## src/core/aio_pkg.sv

```systemverilog
// package: register offsets, field positions and reset values of the analog io control slice
package aio_pkg;
   // ****************************************
   // register offsets
   // ****************************************
   localparam logic [4:0] AIO_OFF_OUT1_LOW = 5'h0E;
   localparam logic [4:0] AIO_OFF_OUT1_HIGH = 5'h0F;
   localparam logic [4:0] AIO_OFF_UPDATE_CFG = 5'h10;
   localparam logic [4:0] AIO_OFF_TRIGGER_CFG = 5'h11;
   localparam logic [4:0] AIO_OFF_STATUS = 5'h12;
   localparam logic [4:0] AIO_OFF_INT = 5'h13;
   localparam logic [4:0] AIO_OFF_PORT_A = 5'h14;
   localparam logic [4:0] AIO_OFF_PORT_B = 5'h15;
   localparam logic [4:0] AIO_OFF_UNUSED = 5'h16;
   localparam logic [4:0] AIO_OFF_DIR_CFG = 5'h17;
   // ****************************************
   // field positions
   // ****************************************
   localparam int AIO_BIT_SIMULT = 0;
   localparam int AIO_BIT_EDGE = 3;
   localparam int AIO_BIT_CLKSEL = 4;
   localparam int AIO_BIT_SCAN = 2;
   localparam int AIO_BIT_QUAL = 7;
   localparam int AIO_BIT_DIR_A = 4;
   localparam int AIO_BIT_DIR_B = 1;
   localparam int AIO_CAUSE_LSB = 4;
   // ****************************************
   // reset values
   // ****************************************
   localparam logic [11:0] AIO_RST_CODE = 12'h000;
   localparam logic [7:0] AIO_RST_PORT = 8'h00;
   localparam logic [3:0] AIO_RST_INT_EN = 4'h0;
   localparam logic [4:0] AIO_RST_TRIG = 5'h00;
   localparam logic AIO_RST_DIR = 1'b1;
   // ****************************************
   // trigger source codes
   // ****************************************
   typedef enum logic [1:0] {
      AIO_SRC_SOFTWARE = 2'h0,
      AIO_SRC_TIMER = 2'h1,
      AIO_SRC_EXTERNAL = 2'h2,
      AIO_SRC_RESERVED = 2'h3
   } aio_src_type;
endpackage

```

## src/core/aio_port.sv

```systemverilog
// one bidirectional digital port with readback
`timescale 1ns/10ps
module aio_port
   import aio_pkg::*;
#(
   parameter int WIDTH = 8
) (
   input wire logic clk_sys,
   input wire logic rst_b,
   input wire logic clk_en,
   input wire logic wr,
   input wire logic [WIDTH-1:0] wdata,
   input wire logic is_input,
   input wire logic [WIDTH-1:0] pin_in,
   output logic [WIDTH-1:0] pin_out,
   output logic [WIDTH-1:0] pin_oe,
   output logic [WIDTH-1:0] rdata
);
   initial begin
      if (WIDTH < 1 || WIDTH > 8) $error("port width must be 1 to 8");
   end
   logic [WIDTH-1:0] latch;
   logic [WIDTH-1:0] next_latch;
   logic [WIDTH-1:0] sync1;
   logic [WIDTH-1:0] sync2;

   always_comb begin
      next_latch = latch;
      if (wr) begin
         next_latch = wdata;
      end
   end

   always_ff @(posedge clk_sys) begin
      if (!rst_b) begin
         latch <= AIO_RST_PORT[WIDTH-1:0];
         sync1 <= AIO_RST_PORT[WIDTH-1:0];
         sync2 <= AIO_RST_PORT[WIDTH-1:0];
      end else if (clk_en) begin
         latch <= next_latch;
         sync1 <= pin_in;
         sync2 <= sync1;
      end
   end

   assign pin_out = latch;
   assign pin_oe = is_input ? '0 : '1;
   assign rdata = is_input ? sync2 : latch; // RULE15
endmodule

```

## src/core/aio_regs.sv

```systemverilog
// control and status register slice: output latches, trigger setup, status, interrupts, ports
//
// How it works
// RULE1 - offsets E and F carry a 12-bit code for the second output
// RULE2 - update bit clear: outputs update on own write; set: both on second write
// RULE3 - trigger config bits 1..0 select software, timer or external trigger
// RULE4 - trigger config bit 2 selects single channel or scan conversion
// RULE5 - trigger config bit 3 selects rising or falling trigger edge
// RULE6 - trigger config bit 4 selects internal or external counter 0 clock
// RULE7 - offset 12 bits 4..0 report jumpers and output ranges
// RULE8 - offset 12 bits 7..5 report fifo empty, half and full, active low
// RULE9 - offset 13 write sets four interrupt enables in bits 3..0
// RULE10 - any enabled condition raises an interrupt, any combination allowed
// RULE11 - offset 13 read returns latched causes in bits 7..4
// RULE12 - reading offset 13 clears every set cause flag
// RULE13 - offset 14 reads port a levels and drives written byte
// RULE14 - offset 15 reads port b levels and drives written byte
// RULE15 - an output port reads back its driven value
// RULE16 - direction bits take effect only when bit 7 is written as one
// RULE17 - direction bit 4 port a, bit 1 port b; one is input, default input
// RULE18 - in simultaneous mode first output data waits for next second output write
// RULE19 - host makes word accesses only at even offsets; bytes anywhere
// RULE20 - byte write at E only holds low byte; F or word write updates
// RULE21 - don't-care bits ignored and read zero; offset 16 does nothing
`timescale 1ns/10ps
module aio_regs
   import aio_pkg::*;
#(
   parameter int CODE_WIDTH = 12
) (
   input wire logic clk_sys,
   input wire logic rst_b,
   input wire logic clk_en,
   input wire logic [4:0] bus_addr,
   input wire logic [15:0] bus_wdata,
   input wire logic bus_wr,
   input wire logic bus_rd,
   input wire logic bus_word,
   output logic [15:0] bus_rdata,
   input wire logic first_output_wr,
   input wire logic [11:0] first_output_data,
   output logic [11:0] first_output_code,
   output logic [11:0] output_code,
   output logic [1:0] trigger_source,
   output logic scan_select,
   output logic trigger_edge_select,
   output logic counter0_clock_select,
   input wire logic bipolar_jumper,
   input wire logic single_ended_jumper,
   input wire logic gain_range_jumper,
   input wire logic first_output_range,
   input wire logic second_output_range,
   input wire logic fifo_not_empty,
   input wire logic fifo_half,
   input wire logic fifo_full,
   input wire logic conversion_done,
   input wire logic scan_done,
   output logic int_req,
   input wire logic [7:0] first_port_in,
   output logic [7:0] first_port_bits,
   output logic [7:0] first_port_oe,
   input wire logic [7:0] second_port_in,
   output logic [7:0] second_port_bits,
   output logic [7:0] second_port_oe
);
   initial begin
      if (CODE_WIDTH != 12) $error("output code width must be 12");
   end

   // ****************************************
   // access decode
   // ****************************************
   logic wr_e;
   logic wr_f;
   logic rd_int;
   assign wr_e = bus_wr && bus_addr == AIO_OFF_OUT1_LOW;
   // RULE19 a word write at even offset E also carries offset F
   assign wr_f = bus_wr && (bus_addr == AIO_OFF_OUT1_HIGH || (wr_e && bus_word));
   assign rd_int = bus_rd && bus_addr == AIO_OFF_INT;

   // ****************************************
   // analog output latches
   // ****************************************
   logic simult;
   logic [7:0] low_hold;
   logic [11:0] first_hold;
   logic first_pending;
   logic [11:0] first_code;
   logic [11:0] second_code;
   logic next_simult;
   logic [7:0] next_low_hold;
   logic [11:0] next_first_hold;
   logic next_first_pending;
   logic [11:0] next_first_code;
   logic [11:0] next_second_code;

   always_comb begin
      next_simult = simult;
      next_low_hold = low_hold;
      next_first_hold = first_hold;
      next_first_pending = first_pending;
      next_first_code = first_code;
      next_second_code = second_code;
      if (bus_wr && bus_addr == AIO_OFF_UPDATE_CFG) begin
         next_simult = bus_wdata[AIO_BIT_SIMULT]; // RULE2
      end
      if (wr_e) begin
         next_low_hold = bus_wdata[7:0]; // RULE20
      end
      if (first_output_wr) begin
         if (simult) begin
            next_first_hold = first_output_data; // RULE18
            next_first_pending = 1'b1;
         end else begin
            next_first_code = first_output_data; // RULE2
         end
      end
      if (wr_f) begin
         if (bus_word && wr_e) begin
            next_second_code = {bus_wdata[11:8], bus_wdata[7:0]}; // RULE1
         end else begin
            next_second_code = {bus_wdata[3:0], low_hold}; // RULE1
         end
         if (first_pending) begin
            next_first_code = first_hold; // RULE18
            next_first_pending = 1'b0;
         end
      end
   end

   always_ff @(posedge clk_sys) begin
      if (!rst_b) begin
         simult <= 1'b0;
         low_hold <= AIO_RST_PORT;
         first_hold <= AIO_RST_CODE;
         first_pending <= 1'b0;
         first_code <= AIO_RST_CODE;
         second_code <= AIO_RST_CODE;
      end else if (clk_en) begin
         simult <= next_simult;
         low_hold <= next_low_hold;
         first_hold <= next_first_hold;
         first_pending <= next_first_pending;
         first_code <= next_first_code;
         second_code <= next_second_code;
      end
   end
   assign first_output_code = first_code;
   assign output_code = second_code;

   // ****************************************
   // trigger and counter clock setup
   // ****************************************
   logic [4:0] trig;
   logic [4:0] next_trig;
   always_comb begin
      next_trig = trig;
      if (bus_wr && bus_addr == AIO_OFF_TRIGGER_CFG) begin
         next_trig = bus_wdata[4:0]; // RULE21
      end
   end
   always_ff @(posedge clk_sys) begin
      if (!rst_b) begin
         trig <= AIO_RST_TRIG;
      end else if (clk_en) begin
         trig <= next_trig;
      end
   end
   assign trigger_source = trig[1:0]; // RULE3
   assign scan_select = trig[AIO_BIT_SCAN]; // RULE4
   assign trigger_edge_select = trig[AIO_BIT_EDGE]; // RULE5
   assign counter0_clock_select = trig[AIO_BIT_CLKSEL]; // RULE6

   // ****************************************
   // status pin synchronisers
   // ****************************************
   logic [9:0] st_s1;
   logic [9:0] st_s2;
   always_ff @(posedge clk_sys) begin
      if (!rst_b) begin
         st_s1 <= '0;
         st_s2 <= '0;
      end else if (clk_en) begin
         st_s1 <= {scan_done, conversion_done, fifo_full, fifo_half, fifo_not_empty,
                   second_output_range, first_output_range, gain_range_jumper,
                   single_ended_jumper, bipolar_jumper};
         st_s2 <= st_s1;
      end
   end
   logic [7:0] status_byte;
   // RULE7 RULE8
   assign status_byte = {~st_s2[7], ~st_s2[6], st_s2[5], st_s2[4:0]};

   // ****************************************
   // interrupt enables and causes
   // ****************************************
   logic [3:0] int_en;
   logic [3:0] cause;
   logic [3:0] ev_prev;
   logic [3:0] next_int_en;
   logic [3:0] next_cause;
   logic [3:0] ev_now;
   logic [3:0] ev_rise;
   assign ev_now = {st_s2[7], st_s2[6], st_s2[9], st_s2[8]};
   assign ev_rise = ev_now & ~ev_prev;

   always_comb begin
      next_int_en = int_en;
      next_cause = cause;
      if (bus_wr && bus_addr == AIO_OFF_INT) begin
         next_int_en = bus_wdata[3:0]; // RULE9
      end
      if (rd_int) begin
         next_cause = 4'h0; // RULE12
      end
      next_cause = next_cause | (ev_rise & int_en); // RULE10
   end

   always_ff @(posedge clk_sys) begin
      if (!rst_b) begin
         int_en <= AIO_RST_INT_EN;
         cause <= 4'h0;
         ev_prev <= 4'h0;
      end else if (clk_en) begin
         int_en <= next_int_en;
         cause <= next_cause;
         ev_prev <= ev_now;
      end
   end
   assign int_req = |cause; // RULE10

   // ****************************************
   // digital ports and direction
   // ****************************************
   logic dir_a;
   logic dir_b;
   logic next_dir_a;
   logic next_dir_b;
   logic [7:0] port_a_rd;
   logic [7:0] port_b_rd;
   always_comb begin
      next_dir_a = dir_a;
      next_dir_b = dir_b;
      if (bus_wr && bus_addr == AIO_OFF_DIR_CFG && bus_wdata[AIO_BIT_QUAL]) begin // RULE16
         next_dir_a = bus_wdata[AIO_BIT_DIR_A]; // RULE17
         next_dir_b = bus_wdata[AIO_BIT_DIR_B]; // RULE17
      end
   end
   always_ff @(posedge clk_sys) begin
      if (!rst_b) begin
         dir_a <= AIO_RST_DIR;
         dir_b <= AIO_RST_DIR;
      end else if (clk_en) begin
         dir_a <= next_dir_a;
         dir_b <= next_dir_b;
      end
   end

   aio_port #(.WIDTH(8)) u_port_a (
      .clk_sys(clk_sys),
      .rst_b(rst_b),
      .clk_en(clk_en),
      .wr(bus_wr && bus_addr == AIO_OFF_PORT_A), // RULE13
      .wdata(bus_wdata[7:0]),
      .is_input(dir_a),
      .pin_in(first_port_in),
      .pin_out(first_port_bits),
      .pin_oe(first_port_oe),
      .rdata(port_a_rd)
   );

   aio_port #(.WIDTH(8)) u_port_b (
      .clk_sys(clk_sys),
      .rst_b(rst_b),
      .clk_en(clk_en),
      .wr(bus_wr && ((bus_addr == AIO_OFF_PORT_B) ||
                     (bus_word && bus_addr == AIO_OFF_PORT_A))), // RULE14
      .wdata(bus_addr == AIO_OFF_PORT_B ? bus_wdata[7:0] : bus_wdata[15:8]),
      .is_input(dir_b),
      .pin_in(second_port_in),
      .pin_out(second_port_bits),
      .pin_oe(second_port_oe),
      .rdata(port_b_rd)
   );

   // ****************************************
   // read mux
   // ****************************************
   always_comb begin
      bus_rdata = 16'h0000; // RULE21
      if (bus_rd) begin
         unique case (bus_addr)
            AIO_OFF_STATUS: bus_rdata = {8'h00, status_byte}; // RULE7 RULE8
            AIO_OFF_INT: bus_rdata = {8'h00, cause, 4'h0}; // RULE11
            AIO_OFF_PORT_A: begin
               bus_rdata = {bus_word ? port_b_rd : 8'h00, port_a_rd}; // RULE13
            end
            AIO_OFF_PORT_B: bus_rdata = {8'h00, port_b_rd}; // RULE14
            default: bus_rdata = 16'h0000; // RULE21
         endcase
      end
   end

   // ****************************************
   // checks
   // ****************************************
   read_clears_a: assert property (@(posedge clk_sys) disable iff (!rst_b) // RULE12
      (clk_en && rd_int && ((ev_rise & int_en) == 4'h0)) |=> (cause == 4'h0))
      else $error("cause flags not cleared by read");
   set_wins_a: assert property (@(posedge clk_sys) disable iff (!rst_b) // RULE10
      (clk_en && ev_rise[0] && int_en[0]) |=> (cause[0] && int_req))
      else $error("enabled event not latched");
   masked_event_a: assert property (@(posedge clk_sys) disable iff (!rst_b) // RULE9
      (clk_en && !int_en[1] && !cause[1] && !rd_int) |=> !cause[1])
      else $error("disabled cause was set");
   low_byte_hold_a: assert property (@(posedge clk_sys) disable iff (!rst_b) // RULE20
      (clk_en && wr_e && !bus_word) |=> $stable(output_code))
      else $error("byte write at E changed output");
   second_update_a: assert property (@(posedge clk_sys) disable iff (!rst_b) // RULE1
      (clk_en && bus_wr && bus_addr == AIO_OFF_OUT1_HIGH) |=>
      (output_code == {$past(bus_wdata[3:0]), $past(low_hold)}))
      else $error("second output code wrong");
   simult_hold_a: assert property (@(posedge clk_sys) disable iff (!rst_b) // RULE18
      (clk_en && simult && first_output_wr && !wr_f) |=> $stable(first_output_code))
      else $error("first output updated early");
   dir_qualifier_a: assert property (@(posedge clk_sys) disable iff (!rst_b) // RULE16
      (clk_en && bus_wr && bus_addr == AIO_OFF_DIR_CFG && !bus_wdata[7]) |=>
      ($stable(dir_a) && $stable(dir_b)))
      else $error("direction changed without qualifier");
   output_drive_a: assert property (@(posedge clk_sys) disable iff (!rst_b) // RULE17
      (!dir_a |-> first_port_oe == 8'hFF) and (dir_a |-> first_port_oe == 8'h00))
      else $error("port a enable mismatch");
   readback_a: assert property (@(posedge clk_sys) disable iff (!rst_b) // RULE15
      (bus_rd && bus_addr == AIO_OFF_PORT_B && !dir_b) |-> bus_rdata[7:0] == second_port_bits)
      else $error("port b readback wrong");
endmodule

```

## config.mk

```make
export PLATFORM = sky130hd
export DESIGN_NAME = aio_regs
export DESIGN_NICKNAME = d
export VERILOG_FILES = /design/src/core/aio_pkg.sv /design/src/core/aio_port.sv /design/src/core/aio_regs.sv
export SDC_FILE = /design/constraint.sdc
export NUM_CORES = 1
export LEC_CHECK = 0
export ABC_AREA = 1
export BUFFER_PORTS_ARGS = -buffer_cell sky130_fd_sc_hd__buf_2
export CORE_MARGIN = 2
export CORE_UTILIZATION = 58
export CTS_CLUSTER_SIZE = 16
export DETAILED_ROUTE_END_ITERATION = 16
export PLACE_DENSITY = 0.85
export RECOVER_POWER = 100
export SYNTH_ARGS = -nofsm -noshare
export SYNTH_HDL_FRONTEND = slang
export SYNTH_SLANG_ARGS = --single-unit
```

## constraint.sdc

```tcl
create_clock -name clk_sys -period 2.9 [get_ports clk_sys]
set_input_delay 0.145 -clock clk_sys [delete_from_list [all_inputs] [get_ports clk_sys]]
set_output_delay 0.145 -clock clk_sys [all_outputs]
set_load 0.02 [all_outputs]
```

After elaboration in Yosys (flattened, before gate mapping)
Index checks and enable logic that the tools add are counted.
Word-level totals
  logic and storage cells: 77
  output and inout bits: 78
  register bits: 133
  input port bits: 66
Cells by class
  bitwise gates (word level): 6
  muxes and demuxes: 18
  reduce and logical (&&, ||, !) cells: 24
  equality and inequality tests: 9
Operator list (number)
  case mux 16 bit (4 select lines): 1
  2-to-1 mux 12 bit: 5
  2-to-1 mux 8 bit: 6
  equality test 5 bit, second input constant: 7
  2-to-1 mux 16 bit: 1
  AND reduction 2 bit: 8
  logical AND 1 bit: 12
  equality test 5 x 4 -> 1 bit, second input constant: 2
  bitwise AND 4 bit: 2
  2-to-1 mux 1 bit: 4
  2-to-1 mux 4 bit: 1
  NOT 4 bit: 1
  OR 4 bit: 1
  OR reduction 4 bit: 1
  AND reduction 3 bit: 1
  logical OR 1 bit: 2
  NOT 1 bit: 2

Depth between registers and ports, before layout
Gate-level depths: netlist (run 1).
  depth after elaboration: 6
  mapped depth: 10
  depth with buffers taken out: 9

Modules after synthesis
Synthesis (run 1) repeated with hierarchy kept, for this count alone.
Second synthesis, totals
  cells, all modules: 945
  area total of the unflattened synthesis: 6323.6 sq um
Modules (own cells, without submodules)
  aio_regs: area each 4294.1 sq um, cells an instance 657, instances 1, sequential area each 1701.6 sq um
  aio_port: area each 1014.7 sq um, cells an instance 144, instances 2, sequential area each 480.5 sq um

Least setup slack after synthesis (run 1)
OpenSTA, ideal clock, no wires.
  path kind: reg-to-output
  from: register dir_a
  to: output bus_rdata[4]
  arrival time: 1.344 ns
  cell stages (with the launch flop): 7
  required time: 2.755 ns
  buffers on the path: 1
  setup slack: 1.411 ns
  cells stage by stage: dfxtp_1 -> buf_2 -> clkinv_1 -> nand2_1 -> nand2_1 -> a21oi_1 -> a31oi_1
Between the ends
  word-level cells in the longest chain between the ends: 3
RTL lines
  from (decl): RTL line aio_regs.sv:235  | logic dir_a;
  from (signal assigned): RTL line aio_regs.sv:254  | dir_a <= next_dir_a;
  2-to-1 mux 8 bit: RTL line aio_port.sv:48  | assign rdata = is_input ? sync2 : latch;
  case mux 16 bit (4 select lines): RTL line aio_regs.sv:292  | unique case (bus_addr)
  2-to-1 mux 16 bit: RTL line aio_regs.sv:291  | if (bus_rd) begin
  to (decl): RTL line aio_regs.sv:39  | output logic [15:0] bus_rdata,
No other way between the ends.

Worst setup path after layout (run 1)
  from: register dir_a
  to: output bus_rdata[2]
Same word-level chain as after synthesis.

==> flow_metrics.tcl, run 1 <==
set metrics [dict create \
    synth_seq_cells 133 \
    hold_class "in -> reg" \
    cts.clk_slew.worst_paths_ns 0.06 \
    busiest_layer "met2" \
    htree_levels 4 \
    synthArstFlopShare 0 \
    via_per_inst 5.26 \
    wl_per_cell_um 13.9 \
    p_leak_nw 3.36 \
    nNetsFinal 1143 \
    worstPathMaxFanout 16 \
    row_count 37 \
    critical_path_required_ns 2.76 \
    die_w_um 107 \
    endpoint "bus_rdata[2]" \
    antenna_found_initial 0 \
    drtAntennaViolNets 0 \
    synth_edf_count 0 \
    grt_first_pass_wirelength_mm 27.9 \
    yosys_warnings 0 \
    synth_top_area_frac 0.433 \
    rsz0062_at_grt "false" \
    r2r_start "simult" \
    finalCritPeriodShare 0.855 \
    total_power_mw 4.35 \
    setup_viol 0 \
    area_delta_synth_final_pct 24.7 \
    clk_path_buf_depth 2 \
    routed_wl_mm 17.0 \
    port_buffers 143 \
    n_antenna_cell 0 \
    worst_slew_pin_slew_ns 1.21 \
    drtIter0Drc 484 \
    synth_top_area_cell "dfxtp_1" \
    grt_use_met3 0.0717 \
    fmax_ghz 0.403 \
    grt_pass1_vias 5912 \
    globalRouteMet1Util 0.391 \
    reg2reg_depth 9 \
    post-synth-top-count-cell "nand2_1" \
    setup_slack_ns 0.420 \
    fin_area_um2 7660 \
    finalHoldViolations 0 \
    post_dp_cell_area_um2 6770 \
    synth_commonest_cells "nand2_1 (201), dfxtp_1 (133), nor2_1 (132)" \
    ys_seq_area_frac 0.433 \
    clock_sinks 133 \
    dp_worst_setup_slack_ns 0.929 \
    via_count 6439 \
    cts_buffers 17 \
    yosys-top-cells-area "dfxtp_1 (43%), nand2_1 (12%), nor2_1 (8.1%)" \
    gp_congestion 0.929 \
    hpwl_mm 11.3 \
    synthFlopType "dfxtp_1" \
    r2r_end "first_output_code[8]" \
    clock_skew_ns 0.00668 \
    syn_area_per_cell_um2 6.64 \
    die_h_um 107 \
    synth_area_um2 6140 \
    coreArea_um2 10300 \
    post-route-util 0.742 \
    clockRootBuffer "clkbuf_8" \
    maxCapViolations 0 \
    drc_errors 0 \
    drive_above_1_share 0.101 \
    setup_tns_ns 0 \
    power_density_nw_per_um2 568 \
    ys_types 28 \
    start_util 0.595 \
    period_needed_ns 2.48 \
    relSlewSlack 0.197 \
    crit_arrival_ns 2.34 \
    ios 144 \
    grt_max_degree 95 \
    gr-total-overflow 0 \
    syn-num-nets 991 \
    crit_type "reg -> out" \
    start_kind "flop" \
    cp-startpoint "dir_a" \
    peakVddDrop_mv 0.393 \
    report.final.slew_viol_count 0 \
    track_usage 0.308 \
    die_area_um2 11400 \
    firstDrtPassIters 6 \
    status "completed" \
    cts_tree "yes" \
    ff2ff_setup_slack_ns 1.03 \
    use_met2 0.505 \
    cp-end-kind "output port" \
    syn_inst 925 \
    clk_latency_ns 0.52 \
]
[where the power goes]
| part | internal [mW] | total [mW] | switching [mW] |
|---|---|---|---|
| clock network | 1.22 | 1.99 | 0.770 |
| registers | 1.89 | 1.94 | 0.0403 |
| logic | 0.168 | 0.428 | 0.260 |
[routing by layer]
layer  up-vias  part of all wire
met1      2893              0.43
met4         0             0.029
li1       3225                 -
met2       276              0.47
met5         -                 0
met3        45             0.069
[timing repair]
item / CTS / global route
setup buffers: 0 / 0
hold endpoints to repair: 56 / 0
gates resized for setup: 0 / 0
hold buffers: 47 / 0
[worst max-delay path, cell delays in order (launching register included)]
cell and delay [ns]:
dfxtp_1 0.54, clkinv_1 0.52, nand2_1 0.23, a21oi_1 0.08
o21ai_0 0.23, inv_1 0.06, buf_2 0.16
[stage by stage]
step / hold slack [ns] / std cells
after floorplan: 0.280 / 925
after global placement: 0.369 / 1147
after detailed placement: 0.376 / 1147
after CTS: 0.00334 / 1225
after global routing: 0.0241 / 1225
final: 0.0179 / 1225
[state kept, by name, indices dropped and copies added, names as in the netlist]
signal	count
cause	4
dir_a	1
dir_b	1
ev_prev	4
first_hold	12
first_output_code	12
first_pending	1
int_en	4
low_hold	8
output_code	12
simult	1
st_s1	10
st_s2	10
trig	5
u_port_a.pin_out	8
u_port_a.sync1	8
u_port_a.sync2	8
u_port_b.pin_out	8
u_port_b.sync1	8
u_port_b.sync2	8
[layout make-up]
cell class / count / area (µm²)
Inverter: 110 / 413
Tap cell: 136 / 170
Sequential cell: 133 / 2660
Timing Repair Buffer: 197 / 1130
Clock buffer: 23 / 477
Fill cell: 889 / 2660
Multi-Input combinational cell: 618 / 2740
Clock inverter: 8 / 75.1
[cell usage in the layout (no fill, tap or decap), drive strengths merged]
cell type / synthesis / final
buf: 28 / 69
nand3: 43 / 43
o22ai: 1 / 1
dlygate4sd3: 0 / 47
o2111ai: 1 / 1
inv: 109 / 108
nand2: 205 / 205
o211ai: 2 / 2
a31oi: 1 / 1
a21oi: 83 / 83
a211oi: 4 / 4
o21ai: 132 / 132
nor3: 4 / 4
clkinvlp: 0 / 1
nand4: 4 / 4
bufinv: 0 / 1
a311oi: 1 / 1
clkbuf: 36 / 104
nor2: 137 / 137
clkinv: 1 / 8
dfxtp: 133 / 133
[cells by family after synthesis]
family | count (synthesis) | share of synthesized area
and+or+nand+nor | 393 | 0.260
buffers and inverters | 174 | 0.119
AOI/OAI and AO/OA | 225 | 0.187
DFF | 133 | 0.433
[how the worst min path moves through the flow]
stage                        from                  end  slack [ns]  cells after the start
2_1_floorplan      fifo_not_empty             st_s1[5]        0.28                      2
3_3_place_gp   first_output_range             st_s1[3]        0.37                      3
3_5_place_dp    second_port_in[3]    u_port_b.sync1[3]        0.38                      3
4_1_cts             bus_wdata[13]  u_port_b.pin_out[5]       0.003                      5
5_1_grt              bus_wdata[1]          low_hold[1]        0.02                      3
6_report            bus_wdata[13]  u_port_b.pin_out[5]        0.02                      5
No activity file was read; power rests on OpenSTA's default activity.
==> run 2: changes to the inputs <==
--- a/config.mk
+++ b/config.mk
@@ -6,5 +6,4 @@
 export NUM_CORES = 1
 export LEC_CHECK = 0
-export ABC_AREA = 1
 export BUFFER_PORTS_ARGS = -buffer_cell sky130_fd_sc_hd__buf_2
 export CORE_MARGIN = 2
@@ -12,5 +11,5 @@
 export CTS_CLUSTER_SIZE = 16
 export DETAILED_ROUTE_END_ITERATION = 16
-export PLACE_DENSITY = 0.85
+export PLACE_DENSITY = 0.95
 export RECOVER_POWER = 100
 export SYNTH_ARGS = -nofsm -noshare
==> constraint.sdc (replaced) <==
create_clock -name clk_sys -period 2.9 [get_ports clk_sys]
set_input_delay 0.145 -clock clk_sys [delete_from_list [all_inputs] [get_ports clk_sys]]
set_output_delay 0.145 -clock clk_sys [all_outputs]
set_load 0.05 [all_outputs]
==> flow_metrics.tcl, run 2 <==
set metrics [dict create \
    start_kind "input pin" \
    gp_congestion 0.945 \
    status "completed" \
    crit_arrival_ns 2.52 \
    row_count 37 \
    drtIter0Drc 508 \
    clockRootBuffer "clkbuf_8" \
    firstDrtPassIters 5 \
    syn_inst 653 \
    yosys_warnings 0 \
    finalHoldViolations 0 \
    cts_buffers 17 \
    p_leak_nw 3.19 \
    finalCritPeriodShare 0.919 \
    grt_max_degree 72 \
    peakVddDrop_mv 0.559 \
    mostFrequentLayoutCell "dfxtp_1" \
    worstPathMaxFanout 8 \
    worst_slew_pin_slew_ns 1.15 \
    crit_type "in -> out" \
    area_delta_synth_final_pct 28.4 \
    report.final.slew_viol_count 0 \
    htree_levels 4 \
    syn-num-nets 719 \
    post-route-util 0.762 \
    grt_pass1_vias 5865 \
    setup_viol 0 \
    reg2reg_depth 3 \
    fin_area_um2 7790 \
    die_h_um 106 \
    worstHoldStart "bus_addr[0]" \
    post_dp_cell_area_um2 6710 \
    r2r_start "simult" \
    synthArstFlopShare 0 \
    synth_seq_cells 133 \
    drc_errors 0 \
    clk_latency_ns 0.53 \
    cts_repair_resize_count 0 \
    endpoint "bus_rdata[7]" \
    die_area_um2 11300 \
    dp_worst_setup_slack_ns 0.725 \
    relSlewSlack 0.234 \
    ff2ff_setup_slack_ns 1.21 \
    synth_area_um2 6070 \
    r2r_end "first_hold[2]" \
    fmax_ghz 0.375 \
    die_w_um 106 \
    dp_cells 876 \
    layout.cells.non_filler 969 \
    hold_class "in -> reg" \
    clk_path_buf_depth 2 \
    gr-total-overflow 0 \
    total_power_mw 4.49 \
    layout_common_cells "dfxtp_1 (133), nor2b_1 (96), mux2i_1 (88)" \
    via_count 5882 \
    cp-startpoint "bus_addr[3]" \
    cp-end-kind "output port" \
    ios 144 \
    coreArea_um2 10200 \
    maxCapViolations 0 \
    drtAntennaViolNets 0 \
    ys_seq_area_frac 0.439 \
    hpwl_mm 11.0 \
    wl_per_cell_um 20.0 \
    cts.clk_slew.worst_paths_ns 0.06 \
    start_util 0.593 \
    critical_path_required_ns 2.76 \
    syn_area_per_cell_um2 9.29 \
    clock_sinks 133 \
    antenna_found_initial 1 \
    period_needed_ns 2.66 \
    power_density_nw_per_um2 576 \
    rsz0062_at_grt "false" \
    setup_slack_ns 0.235 \
    nFillCells 677 \
    yosys-top-cells-area "dfxtp_1 (44%), mux2i_1 (15%), nor2b_1 (9.9%)" \
    ys_types 39 \
    via_per_inst 6.07 \
    track_usage 0.345 \
    drive_above_1_share 0.142 \
    synth_top_area_frac 0.439 \
    synth_edf_count 0 \
    synth_commonest_cells "dfxtp_1 (133), nor2b_1 (96), mux2i_1 (88)" \
    synthFlopType "dfxtp_1" \
    clock_skew_ns 0.00734 \
    worst_hold_slack_ns 0.188 \
    nNetsFinal 885 \
    cts_tree "yes" \
    synth_top_area_cell "dfxtp_1" \
    post-synth-top-count-cell "dfxtp_1" \
    routed_wl_mm 19.4 \
    grt_first_pass_wirelength_mm 30.1 \
    port_buffers 143 \
    setup_tns_ns 0 \
]
run 2: cell type report:
type	count	area, µm²	area share
Antenna cell	1	2.50	0.000321
Clock buffer	19	432	0.0554
Clock inverter	13	158	0.0202
Inverter	5	18.8	0.00241
Multi-Input combinational cell	452	3080	0.395
Sequential cell	133	2660	0.342
Tap cell	136	170	0.0218
Timing Repair Buffer	210	1270	0.163
run 2: cells by family (layout without fill, tap and decap cells):
logic type / Yosys count / in the layout / share of synthesized area
other: 0 / 1 / 0
AOI/OAI and AO/OA: 102 / 102 / 0.109
DFF: 133 / 133 / 0.439
buffers and inverters: 68 / 247 / 0.0526
and+or+nand+nor: 251 / 251 / 0.234
xor gates and xnor gates: 1 / 1 / 0.00144
muxes: 98 / 98 / 0.164
run 2: worst min-delay path by stage:
stage | depth (start not counted) | slack [ns] | endpoint
floorplan | 2 | 0.28 | dir_a
global placement | 3 | 0.40 | st_s1[9]
detailed placement | 3 | 0.41 | st_s1[7]
CTS | 4 | 0.14 | simult
global route | 4 | 0.20 | simult
finish | 4 | 0.19 | simult
run 2: power breakdown:
group,internal (mW),total [mW],leakage [nW],switching [mW]
clock network,1.33,2.15,0.291,0.825
logic,0.185,0.421,1.82,0.235
registers,1.88,1.91,1.08,0.0354
run 2: timing repair:
action                                 in CTS  in global routing
hold buffers                               60                  0
buffers inserted                            0                  0
endpoints found under the hold margin      65                  0
run 2: critical path, cell delays in order:
cell and delay (ns):
buf_2 0.12, or3b_1 0.49, nor3b_2 0.74, a222oi_1 0.26, a21oi_1 0.23, clkbuf_1 0.53
run 2: layer usage:
layer / share of wire / vias up / global-route usage
met5: 0.00067 / - / 0
li1: - / 2591 / -
met3: 0.088 / 120 / 0.0993
met1: 0.37 / 2757 / 0.385
met4: 0.063 / 2 / 0.204
met2: 0.48 / 412 / 0.582
